===== src/include/sleep_clk_pkg.sv =====
package sleep_clk_pkg;

  // I/O map: dedicated I/O offsets, data space is offset plus DS_OFFSET
  localparam logic [5:0] IO_TRIM = 6'h31;
  localparam logic [5:0] IO_PCR = 6'h35;
  localparam logic [7:0] DS_OFFSET = 8'h20;

  // Power control register layout
  localparam int PCR_GATE_BIT = 5;
  localparam int PCR_SEL_LSB = 2;
  localparam int PCR_SEL_MSB = 4;
  localparam logic [7:0] PCR_RESET = 8'h00;
  localparam logic [7:0] PCR_MASK = 8'h3c;

  // Sleep select codes
  localparam logic [2:0] SEL_IDLE = 3'h0;
  localparam logic [2:0] SEL_NOISE = 3'h1;
  localparam logic [2:0] SEL_PDOWN = 3'h2;
  localparam logic [2:0] SEL_PSAVE = 3'h3;
  localparam logic [2:0] SEL_STANDBY = 3'h6;

  // Wake timing, in oscillator clock cycles
  localparam logic [7:0] HALT_CK = 8'h04;
  localparam logic [7:0] STANDBY_WAKE_CK = 8'h06;
  localparam logic [7:0] PDOWN_WAKE_CK = 8'h06;

  // Bit positions in the clock and oscillator enable vector
  localparam int G_CORE = 0;
  localparam int G_MEM = 1;
  localparam int G_IO = 2;
  localparam int G_CONV = 3;
  localparam int G_ASY = 4;
  localparam int G_MAIN = 5;
  localparam int G_TOSC = 6;
  localparam int G_W = 7;
  localparam logic [6:0] GATES_RUN = 7'h7f;

  typedef enum logic [1:0] {run_st, sleep_st, wake_st} power_state_e;

endpackage


===== src/rtl/level_sync.sv =====
`timescale 1ns/10ps
`default_nettype none

// Two-stage synchroniser for levels arriving from pins
module level_sync #(
  parameter int WIDTH = 2
) (
  input wire logic clk,
  input wire logic rst,
  input wire logic [WIDTH-1:0] async_in,
  output logic [WIDTH-1:0] sync_out
);

  // First stage, read only by the second stage
  logic [WIDTH-1:0] meta;

  // Both stages reset high: external lines idle high
  always_ff @(posedge clk) begin
    if (rst) begin
      meta <= '1;
      sync_out <= '1;
    end else begin
      meta <= async_in;
      sync_out <= meta;
    end
  end

endmodule

`default_nettype wire


===== src/rtl/sleep_clock_gating_and_osc_trim.sv =====
// Summary of operation
// Trim register at I/O 0x31, data 0x51.
// Data-space address equals I/O offset plus 0x20.
// Reset loads factory calibration byte into trim.
// Trim zero slowest, rising monotonically to 0xff.
// Trim endpoints give rough frequency ranges only.
// Software keeps trim low during memory writes.
// Sleep only when gate bit set at instruction.
// Idle stops core and memory clocks, and async clocks when the async bit is clear.
// Noise mode also stops the I/O clock.
// Wake holds core four cycles beyond start-up.
// Register file and SRAM kept across sleep.
// Reset during sleep restarts from reset vector.
// Idle or noise entry starts enabled conversion.
// Noise mode wakes only from listed sources.
// Deep modes ignore edge-triggered external interrupts.
// Async timer runs, and wakes outside idle, only when enabled; run and wake keep async clock and timer oscillator on regardless.
// Standby needs crystal; main source stays enabled.
// Power-down and standby wake on address or level.
// Code 010 power-down, wake after start-up delay.
// Code 011 power-save keeps async timer two.
// Code 110 standby, wakes in six cycles.
// Power control register at 0x35, resets zero.
// Reserved select codes make sleep a no-op.
`timescale 1ns/10ps
`default_nettype none

module sleep_clock_gating_and_osc_trim
  import sleep_clk_pkg::*;
(
  input wire logic clk,
  input wire logic rst,
  input wire logic [5:0] io_addr,
  input wire logic io_wr,
  input wire logic io_rd,
  input wire logic [7:0] mem_addr,
  input wire logic mem_wr,
  input wire logic mem_rd,
  input wire logic [7:0] wdata,
  output logic [7:0] rdata,
  input wire logic sleep_exec,
  input wire logic [7:0] factory_trim,
  input wire logic crystal_selected,
  input wire logic async_timer_clock_bit,
  input wire logic converter_enabled,
  input wire logic [1:0] ext_irq_pins,
  input wire logic [1:0] ext_irq_level,
  input wire logic [1:0] ext_irq_enable,
  input wire logic conv_done_irq,
  input wire logic addr_match_irq,
  input wire logic timer_two_irq,
  input wire logic nvm_ready_irq,
  input wire logic other_io_irq,
  output logic core_clock_en,
  output logic memory_clock_en,
  output logic io_clock_en,
  output logic converter_clock_en,
  output logic async_clock_en,
  output logic main_osc_en,
  output logic timer_osc_en,
  output logic core_hold,
  output logic conv_start,
  output logic sleep_active,
  output logic [7:0] oscillator_trim
);

  // Stored control state
  logic [7:0] power_control_register; // Gate bit and select field
  power_state_e state; // Run, asleep, or waking
  logic [2:0] sleep_mode; // Mode latched at sleep entry
  logic [7:0] wake_cnt; // Remaining hold cycles while waking
  logic [6:0] gates; // Registered clock and oscillator enables
  logic [1:0] ext_s; // Synchronised external interrupt lines
  logic [1:0] ext_d; // Previous synchronised level, for edges

  // Access decode
  logic [7:0] mem_io; // Data-space address moved to I/O offset
  logic mem_in_io; // Data access lands in the I/O window
  logic acc_wr; // Write to an I/O offset by either path
  logic acc_rd; // Read of an I/O offset by either path
  logic [5:0] acc_off; // Offset addressed by the access

  // Sleep and wake decode
  logic sleep_gate_bit;
  logic [2:0] sleep_select_field;
  logic mode_ok; // Select code names a mode this part can enter
  logic [1:0] ext_lvl; // Enabled level-mode external requests
  logic [1:0] ext_edge; // Enabled edge-mode external requests
  logic wake_now; // Wake condition for the current sleep mode

  // Clock enables for a mode; timer oscillator and async clock follow the
  // async bit in idle, noise and power-save, so an unused crystal does not burn power
  function automatic logic [6:0] mode_gates(input logic [2:0] m, input logic as2);
    logic [6:0] g;
    g = '0;
    g[G_ASY] = as2;
    g[G_TOSC] = as2;
    unique case (m)
      SEL_IDLE: begin
        g[G_IO] = 1'b1;
        g[G_CONV] = 1'b1;
        g[G_MAIN] = 1'b1;
      end
      SEL_NOISE: begin
        g[G_CONV] = 1'b1;
        g[G_MAIN] = 1'b1;
      end
      SEL_STANDBY: begin
        g[G_MAIN] = 1'b1;
        g[G_ASY] = 1'b0;
        g[G_TOSC] = 1'b0;
      end
      SEL_PSAVE: begin
        g = g;
      end
      default: begin
        g[G_ASY] = 1'b0;
        g[G_TOSC] = 1'b0;
      end
    endcase
    return g;
  endfunction

  // Cycles the core is held after a wake condition
  function automatic logic [7:0] wake_len(input logic [2:0] m);
    logic [7:0] n;
    n = HALT_CK;
    if (m == SEL_PDOWN || m == SEL_PSAVE) begin
      n = PDOWN_WAKE_CK + HALT_CK;
    end else if (m == SEL_STANDBY) begin
      n = STANDBY_WAKE_CK + HALT_CK;
    end
    return n;
  endfunction

  // Pins come from outside the clock domain
  level_sync #(.WIDTH(2)) u_ext_sync (
    .clk(clk),
    .rst(rst),
    .async_in(ext_irq_pins),
    .sync_out(ext_s)
  );

  // Map both access paths onto one I/O offset
  always_comb begin
    mem_io = mem_addr - DS_OFFSET;
    mem_in_io = (mem_io[7:6] == 2'b00);
    acc_wr = io_wr | (mem_wr & mem_in_io);
    acc_rd = io_rd | (mem_rd & mem_in_io);
    // The core issues one access at a time; the I/O path wins regardless
    acc_off = io_wr | io_rd ? io_addr : mem_io[5:0];
  end

  // Select decode; standby code without a crystal counts as reserved
  always_comb begin
    sleep_gate_bit = power_control_register[PCR_GATE_BIT];
    sleep_select_field = power_control_register[PCR_SEL_MSB:PCR_SEL_LSB];
    unique case (sleep_select_field)
      SEL_IDLE, SEL_NOISE, SEL_PDOWN, SEL_PSAVE: mode_ok = 1'b1;
      SEL_STANDBY: mode_ok = crystal_selected;
      default: mode_ok = 1'b0;
    endcase
  end

  // Wake sources allowed in the mode that was entered
  always_comb begin
    ext_lvl = ext_irq_enable & ext_irq_level & ~ext_s;
    ext_edge = ext_irq_enable & ~ext_irq_level & (ext_s ^ ext_d);
    unique case (sleep_mode)
      SEL_IDLE: begin
        wake_now = (|ext_lvl) | (|ext_edge) | conv_done_irq | addr_match_irq |
                   timer_two_irq | nvm_ready_irq | other_io_irq;
      end
      SEL_NOISE: begin
        // Edge requests and general I/O interrupts cannot wake here
        wake_now = conv_done_irq | addr_match_irq | nvm_ready_irq | (|ext_lvl) |
                   (timer_two_irq & async_timer_clock_bit);
      end
      SEL_PSAVE: begin
        wake_now = addr_match_irq | (|ext_lvl) |
                   (timer_two_irq & async_timer_clock_bit);
      end
      default: begin
        wake_now = addr_match_irq | (|ext_lvl);
      end
    endcase
  end

  // Edge history for edge-mode external interrupts
  always_ff @(posedge clk) begin
    if (rst) begin
      ext_d <= '1;
    end else begin
      ext_d <= ext_s;
    end
  end

  // Trim register; the reset value is the part's own calibration byte,
  // taken while reset is asserted so the oscillator is trimmed at release
  always_ff @(posedge clk) begin
    if (rst) begin
      oscillator_trim <= factory_trim;
    end else if (acc_wr && acc_off == IO_TRIM) begin
      // Value goes straight to the oscillator; monotonic code to frequency
      oscillator_trim <= wdata;
    end
  end

  // Power control register; unused bits stay zero
  always_ff @(posedge clk) begin
    if (rst) begin
      power_control_register <= PCR_RESET;
    end else if (acc_wr && acc_off == IO_PCR) begin
      power_control_register <= wdata & PCR_MASK;
    end
  end

  // Registered read data; other offsets answer zero
  always_ff @(posedge clk) begin
    if (rst) begin
      rdata <= '0;
    end else if (acc_rd) begin
      if (acc_off == IO_TRIM) begin
        rdata <= oscillator_trim;
      end else if (acc_off == IO_PCR) begin
        rdata <= power_control_register;
      end else begin
        rdata <= '0;
      end
    end
  end

  // Sleep sequencer. Reset returns straight to run with clocks on and the
  // core released, so it restarts at its reset vector. Only clocks are
  // gated: no storage is cleared on entry or exit.
  always_ff @(posedge clk) begin
    if (rst) begin
      state <= run_st;
      sleep_mode <= SEL_IDLE;
      wake_cnt <= '0;
      gates <= GATES_RUN;
      core_hold <= 1'b0;
      sleep_active <= 1'b0;
    end else begin
      unique case (state)
        run_st: begin
          if (sleep_exec && sleep_gate_bit && mode_ok) begin
            state <= sleep_st;
            sleep_mode <= sleep_select_field;
            gates <= mode_gates(sleep_select_field, async_timer_clock_bit);
            core_hold <= 1'b1;
            sleep_active <= 1'b1;
          end
        end
        sleep_st: begin
          gates <= mode_gates(sleep_mode, async_timer_clock_bit);
          if (wake_now) begin
            state <= wake_st;
            wake_cnt <= wake_len(sleep_mode);
            gates <= GATES_RUN;
            sleep_active <= 1'b0;
          end
        end
        wake_st: begin
          wake_cnt <= wake_cnt - 8'h01;
          if (wake_cnt == 8'h01) begin
            // Core resumes and takes the pending interrupt
            state <= run_st;
            core_hold <= 1'b0;
          end
        end
      endcase
    end
  end

  // Conversion start pulse on entry to the quiet modes
  always_ff @(posedge clk) begin
    if (rst) begin
      conv_start <= 1'b0;
    end else begin
      conv_start <= (state == run_st) && sleep_exec && sleep_gate_bit && mode_ok &&
                    converter_enabled &&
                    (sleep_select_field == SEL_IDLE || sleep_select_field == SEL_NOISE);
    end
  end

  // Gate vector out to the clock tree
  always_comb begin
    core_clock_en = gates[G_CORE];
    memory_clock_en = gates[G_MEM];
    io_clock_en = gates[G_IO];
    converter_clock_en = gates[G_CONV];
    async_clock_en = gates[G_ASY];
    main_osc_en = gates[G_MAIN];
    timer_osc_en = gates[G_TOSC];
  end

  // Checks

  a_trim_reset_load:
  assert property (@(posedge clk) rst |=> oscillator_trim == $past(factory_trim))
    else $error("trim not loaded from calibration byte");

  a_trim_ds_write:
  assert property (@(posedge clk) disable iff (rst)
    (mem_wr && !io_wr && !io_rd && mem_addr == 8'h51) |=> oscillator_trim == $past(wdata))
    else $error("data-space trim write lost");

  a_pcr_reset_zero:
  assert property (@(posedge clk) rst |=> power_control_register == 8'h00)
    else $error("power control not zero after reset");

  a_gate_bit_needed:
  assert property (@(posedge clk) disable iff (rst)
    (state == run_st && sleep_exec && !sleep_gate_bit) |=> state == run_st && core_clock_en)
    else $error("slept without gate bit");

  a_reserved_is_nop:
  assert property (@(posedge clk) disable iff (rst)
    (state == run_st && sleep_select_field inside {3'h4, 3'h5, 3'h7})
    |=> state == run_st && gates == GATES_RUN)
    else $error("reserved code gated clocks");

  a_idle_gating:
  assert property (@(posedge clk) disable iff (rst)
    (state == sleep_st && sleep_mode == SEL_IDLE)
    |-> !core_clock_en && !memory_clock_en && io_clock_en && converter_clock_en)
    else $error("idle gating wrong");

  a_noise_gating:
  assert property (@(posedge clk) disable iff (rst)
    (state == sleep_st && sleep_mode == SEL_NOISE)
    |-> !io_clock_en && !core_clock_en && converter_clock_en && main_osc_en)
    else $error("noise mode gating wrong");

  a_idle_wake_hold:
  assert property (@(posedge clk) disable iff (rst)
    (state == sleep_st && wake_now && sleep_mode == SEL_IDLE)
    |=> core_hold [*4] ##1 !core_hold)
    else $error("idle wake hold not four cycles");

  a_standby_wake_hold:
  assert property (@(posedge clk) disable iff (rst)
    (state == sleep_st && wake_now && sleep_mode == SEL_STANDBY)
    |=> core_hold [*8] ##1 core_hold ##1 core_hold ##1 !core_hold)
    else $error("standby wake hold wrong");

  a_conv_autostart:
  assert property (@(posedge clk) disable iff (rst)
    (state == run_st && sleep_exec && sleep_gate_bit && converter_enabled &&
     sleep_select_field == SEL_NOISE) |=> conv_start && state == sleep_st)
    else $error("conversion not started on entry");

  a_pdown_edge_ignored:
  assert property (@(posedge clk) disable iff (rst)
    (state == sleep_st && sleep_mode == SEL_PDOWN && !addr_match_irq && ext_lvl == 2'b00)
    |=> state == sleep_st)
    else $error("power-down woke from non-level source");

endmodule

`default_nettype wire


===== config.mk =====
export PLATFORM = sky130hd
export DESIGN_NAME = sleep_clock_gating_and_osc_trim
export DESIGN_NICKNAME = d
export VERILOG_FILES = /design/src/include/sleep_clk_pkg.sv /design/src/rtl/level_sync.sv /design/src/rtl/sleep_clock_gating_and_osc_trim.sv
export SDC_FILE = /design/constraint.sdc
export NUM_CORES = 1
export LEC_CHECK = 0
export BUFFER_PORTS_ARGS = -buffer_cell sky130_fd_sc_hd__buf_2
export CELL_PAD_IN_SITES_DETAIL_PLACEMENT = 1
export CELL_PAD_IN_SITES_GLOBAL_PLACEMENT = 2
export CORE_UTILIZATION = 30
export CTS_BUF_LIST = sky130_fd_sc_hd__clkbuf_8
export DETAILED_ROUTE_END_ITERATION = 7
export PLACE_DENSITY_LB_ADDON = 0.1
export SYNTH_ARGS = -nofsm -noshare
export SYNTH_HDL_FRONTEND = slang
export SYNTH_HIERARCHICAL = 1
export SYNTH_SLANG_ARGS = --single-unit

===== constraint.sdc =====
create_clock -name clk -period 2.95 [get_ports clk]
set_input_delay 0.1475 -clock clk [delete_from_list [all_inputs] [get_ports clk]]
set_output_delay 0.1475 -clock clk [all_outputs]
set_load 0.01 [all_outputs]

==> results_tabular.tex <==
\begin{tabular}{lr}
\hline
Metric & Value \\
\hline
\multicolumn{2}{l}{\textbf{Setup path}} \\
Nature of the critical path startpoint & register \\
Beginning of the critical path & sleep\_mode[1]\$\_SDFFE\_PP0P\_ \\
Data required time at the worst endpoint & 3150 ps \\
Sum of buffers and inverters on the critical path & 0 \\
Kind of critical path & register to register \\
Critical path endpoint category & register \\
Data arrival time at the worst-slack endpoint & 2130 ps \\
Cell breakdown of the critical path & nor2b\_1 -> a311oi\_2 -> a211oi\_2 -> a211oi\_1 -> a211o\_1 \\
Cell with the biggest individual delay on the critical path & sky130\_fd\_sc\_hd\_\_a211oi\_2 \\
Reg2reg start & sleep\_mode[1]\$\_SDFFE\_PP0P\_ \\
Cell family contributing the most delay on the critical path & compound AO/OA/AOI/OAI gates \\
Crit path max fanout & 9 \\
Maximum single-stage delay on the critical path & 610 ps \\
\multicolumn{2}{l}{\textbf{Floorplanning}} \\
Horizontal die dimension & 90.2 um \\
Num ports & 77 \\
Core Footprint & 7370 um2 \\
Vertical extent of the die & 90.2 um \\
Die Footprint & a little over 8000 um2 \\
Row count & 31 \\
Initial Utilization & 31.7\% \\
\multicolumn{2}{l}{\textbf{Layout}} \\
Final layout net count & between 300 and 400 \\
Signed area change from the synthesized netlist to the final layout & 26.3\% \\
Final std cell area, no fill & 2950 um2 \\
Antenna cell count & 0 \\
Share of layout cells above drive strength 1 & 32.8\% \\
\multicolumn{2}{l}{\textbf{Synth}} \\
Count of mapped cells out of synthesis & 252 \\
Sequential share of the synthesized area & between 40\% and 50\% \\
Post-synth top area share & 33.4\% \\
FFs w/ async S/R, synth & 0\% \\
Top area cells in the synthesized netlist & sky130\_fd\_sc\_hd\_\_dfxtp\_1 (33\%), sky130\_fd\_sc\_hd\_\_edfxtp\_1 (10\%), sky130\_fd\_sc\_hd\_\_nand2\_1 (4.2\%) \\
Number of library cell types mapped by synthesis & 55 \\
Cell type contributing the most total cell area after synthesis & sky130\_fd\_sc\_hd\_\_dfxtp\_1 \\
Count of state elements after synthesis & 47 \\
Ys Warns & 6 \\
Top FF cell, synth & sky130\_fd\_sc\_hd\_\_dfxtp\_1 \\
Netlist area before placement & 2330 um2 \\
EDFF count, synth & 8 \\
Synthesized Nets & $\sim$310 \\
Mean instance size in the synthesized netlist & slightly above 9 um2 \\
\multicolumn{2}{l}{\textbf{Clock network}} \\
Clk Tree Root Cell & sky130\_fd\_sc\_hd\_\_clkbuf\_8 \\
TritonCTS clock tree & done \\
Total clock buffers created by CTS & 5 \\
H-tree lvl count & 2 \\
CTS sink cnt & 47 \\
Post-CTS resize count & 0 \\
CTS Hold Buffers Added & 0 \\
Clock Tree Buf Depth & 2 \\
Post-CTS Setup Repair Bufs & 0 \\
Post-CTS clock slew at the launch and capture registers of the worst setup and hold paths & $\sim$90 ps \\
Clock latency at the later pin of the worst-skew pair & about 300 ps \\
\multicolumn{2}{l}{\textbf{Worst hold path}} \\
HP Start & ext\_irq\_pins[1] \\
Worst min-delay path class & primary input to register \\
\multicolumn{2}{l}{\textbf{Power}} \\
Power per cell area & just over 600 nW/um2 \\
Sequential power share & 43.3\% \\
Switching portion of total power & between 30\% and 40\% \\
Clock power frac & roughly 27\% \\
LEAKAGE & 1.18 nW \\
VDD IR-drop max & 0.000229 V \\
Gate power share & 29.9\% \\
Internal Pwr Total & 0.00120 W \\
Net switching power & 0.000603 W \\
\multicolumn{2}{l}{\textbf{Timing}} \\
Actual slew at the worst max-slew pin & slightly above 700 ps \\
Highest attainable clock frequency & 517 MHz \\
Setup TNS & 0 ps \\
Setup repair after global routing missed its margin & false \\
Count of endpoints failing setup in the final report & 0 \\
Minimum clock period & between 1500 and 2000 ps \\
Count of endpoints failing hold in the final timing report & 0 \\
Total count of max-transition violations in the final report & 0 \\
Worst-case headroom to the max-slew limit & between 50 and 60\% \\
Final worst-path cycle share & roughly two thirds \\
Final clock skew & slightly above 10 ps \\
Post-route setup slack & a little over 1000 ps \\
\multicolumn{2}{l}{\textbf{Run status}} \\
Outcome & finished clean \\
\multicolumn{2}{l}{\textbf{GRT}} \\
Met1 Use GR & a little over a fifth \\
Total GRT Usage & about 16\% \\
Largest net degree at the start of global routing & 38 \\
Initial antenna violation count & 0 \\
First-pass GRT wire length & 10500 um \\
Total congestion overflow after global routing & 0 \\
Met2 routing resource usage after global routing & 26.8\% \\
Global routing's busiest layer & met2 \\
Via count of the first global-routing pass & between 2000 and 2500 \\
Met3 track demand over resource & 3.38\% \\
\multicolumn{2}{l}{\textbf{Route}} \\
DRC errors left & 0 \\
Post-Route WL & 6280 um \\
TritonRoute pass-1 iters & 4 \\
Vias/cell & slightly above 5 \\
Initial DRC count & 98 \\
Routed wire length per instance & 14.6 um \\
Total vias in the final route & 2171 \\
Antenna violation net count after detailed routing & 0 \\
\multicolumn{2}{l}{\textbf{Placed design}} \\
GP Congestion & 0.790 \\
Minimum setup slack after placement & 974 ps \\
Area post-placement & 2830 um2 \\
Input/output buffers & 76 \\
HPWL after detailed placement & 4880 um \\
\multicolumn{2}{l}{\textbf{Run}} \\
Maxcap violations & 0 \\
\hline
\end{tabular}
-- through the flow --
stage / cells / total power [W] / hold slack (ps) / utilization, %
3_3_place_gp: 423 / 0.00134 / 324 / 38.5
3_5_place_dp: 423 / 0.00134 / 338 / 38.5
2_1_floorplan: 252 / 0.00116 / 245 / -
4_1_cts: 431 / 0.00184 / 15.2 / 40.0
6_report: 431 / 0.00180 / 23.2 / 40.0
5_1_grt: 431 / 0.00193 / 34.2 / 40.0
-- flip-flops by register name, summed over array words and instances (netlist names), 2 cells and up --
| name | count |
|---|---|
| power_control_register | 4 |
| rdata | 8 |
| state | 2 |
| wake_cnt | 8 |
| ext_d | 2 |
| u_ext_sync/sync_out | 2 |
| u_ext_sync/meta | 2 |
| gates | 5 |
| oscillator_trim | 8 |
| sleep_mode | 3 |
-- power groups by stage --
stage	Combinational, W	Sequential [W]	Clock, W
CTS	0.000548	0.000782	0.000506
global route	0.000615	0.000792	0.000525
finish	0.000539	0.000781	0.000484
detailed placement	0.000545	0.000797	0
floorplan	0.000361	0.000796	0
global placement	0.000541	0.000795	0
-- worst paths after layout --
kind / endpoint / depth (start not counted) / slack (ps)
worst max-delay path: gates[4]$_SDFFE_PP1P_ / 5 / 1010
worst min-delay path: u_ext_sync/meta[1]$_SDFF_PP1_ / 2 / 20
worst max register to register: gates[4]$_SDFFE_PP1P_ / 5 / 1010
worst min register to register: u_ext_sync/sync_out[0]$_SDFF_PP1_ / 1 / 410
-- logic make-up after synthesis --
kind of cell | synth area share [%]
xor+xnor | 1.13
flops | 43.7
fa+ha+maj | 3.22
mux | 7.29
compound gates | 19.5
simple gates | 20.8
buf+inv | 4.39
-- cell usage in the layout (no fill, tap or decap), types with 6 or more instances in the layout --
cell type                  Yosys  layout
sky130_fd_sc_hd__buf_2         1      76
sky130_fd_sc_hd__dfxtp_1      39      39
sky130_fd_sc_hd__nand2_1      26      26
sky130_fd_sc_hd__nor2_1       20      20
sky130_fd_sc_hd__inv_1        16      16
sky130_fd_sc_hd__a21oi_1      13      13
sky130_fd_sc_hd__nand3_1      10      10
sky130_fd_sc_hd__o21ai_0       9       9
sky130_fd_sc_hd__mux2_2        8       8
sky130_fd_sc_hd__nor3_1        8       8
sky130_fd_sc_hd__mux2i_1       8       8
sky130_fd_sc_hd__edfxtp_1      8       8
sky130_fd_sc_hd__ha_1          6       6
-- final cells by class --
class / instances / area, um2
well taps: 99 / 124
multi-input cells: 180 / 1210
inverters: 16 / 60.1
clock buffers: 5 / 68.8
fillers: 908 / 4420
flip-flops and latches: 47 / 1020
repair buffers: 81 / 418
clock inverters: 3 / 46.3
-- synthesized netlist by cell type (all sizes together), types with 2 or more instances --
| cell | n |
|---|---|
| or4 | 3 |
| o211ai | 2 |
| or2 | 7 |
| nor4 | 2 |
| clkbuf | 6 |
| xnor2 | 3 |
| a31oi | 4 |
| buf | 3 |
| mux2i | 8 |
| o311a | 2 |
| a211o | 3 |
| a221oi | 4 |
| o21ai | 9 |
| inv | 16 |
| o2bb2ai | 2 |
| o311ai | 4 |
| nand2 | 26 |
| nand2b | 4 |
| o32ai | 3 |
| a21oi | 13 |
| o21a | 2 |
| edfxtp | 8 |
| nand4 | 3 |
| mux2 | 8 |
| nor3 | 8 |
| nand3 | 10 |
| a211oi | 3 |
| nor2 | 20 |
| nand3b | 2 |
| nor2b | 3 |
| dfxtp | 39 |
| ha | 6 |
-- per-layer routing --
layer / share of wire, % / up-vias
met5: 0 / -
met4: 1.1 / 0
met3: 4.4 / 6
met2: 48 / 48
met1: 47 / 1032
li1: - / 1085
Power figures use the tool's default switching activity.
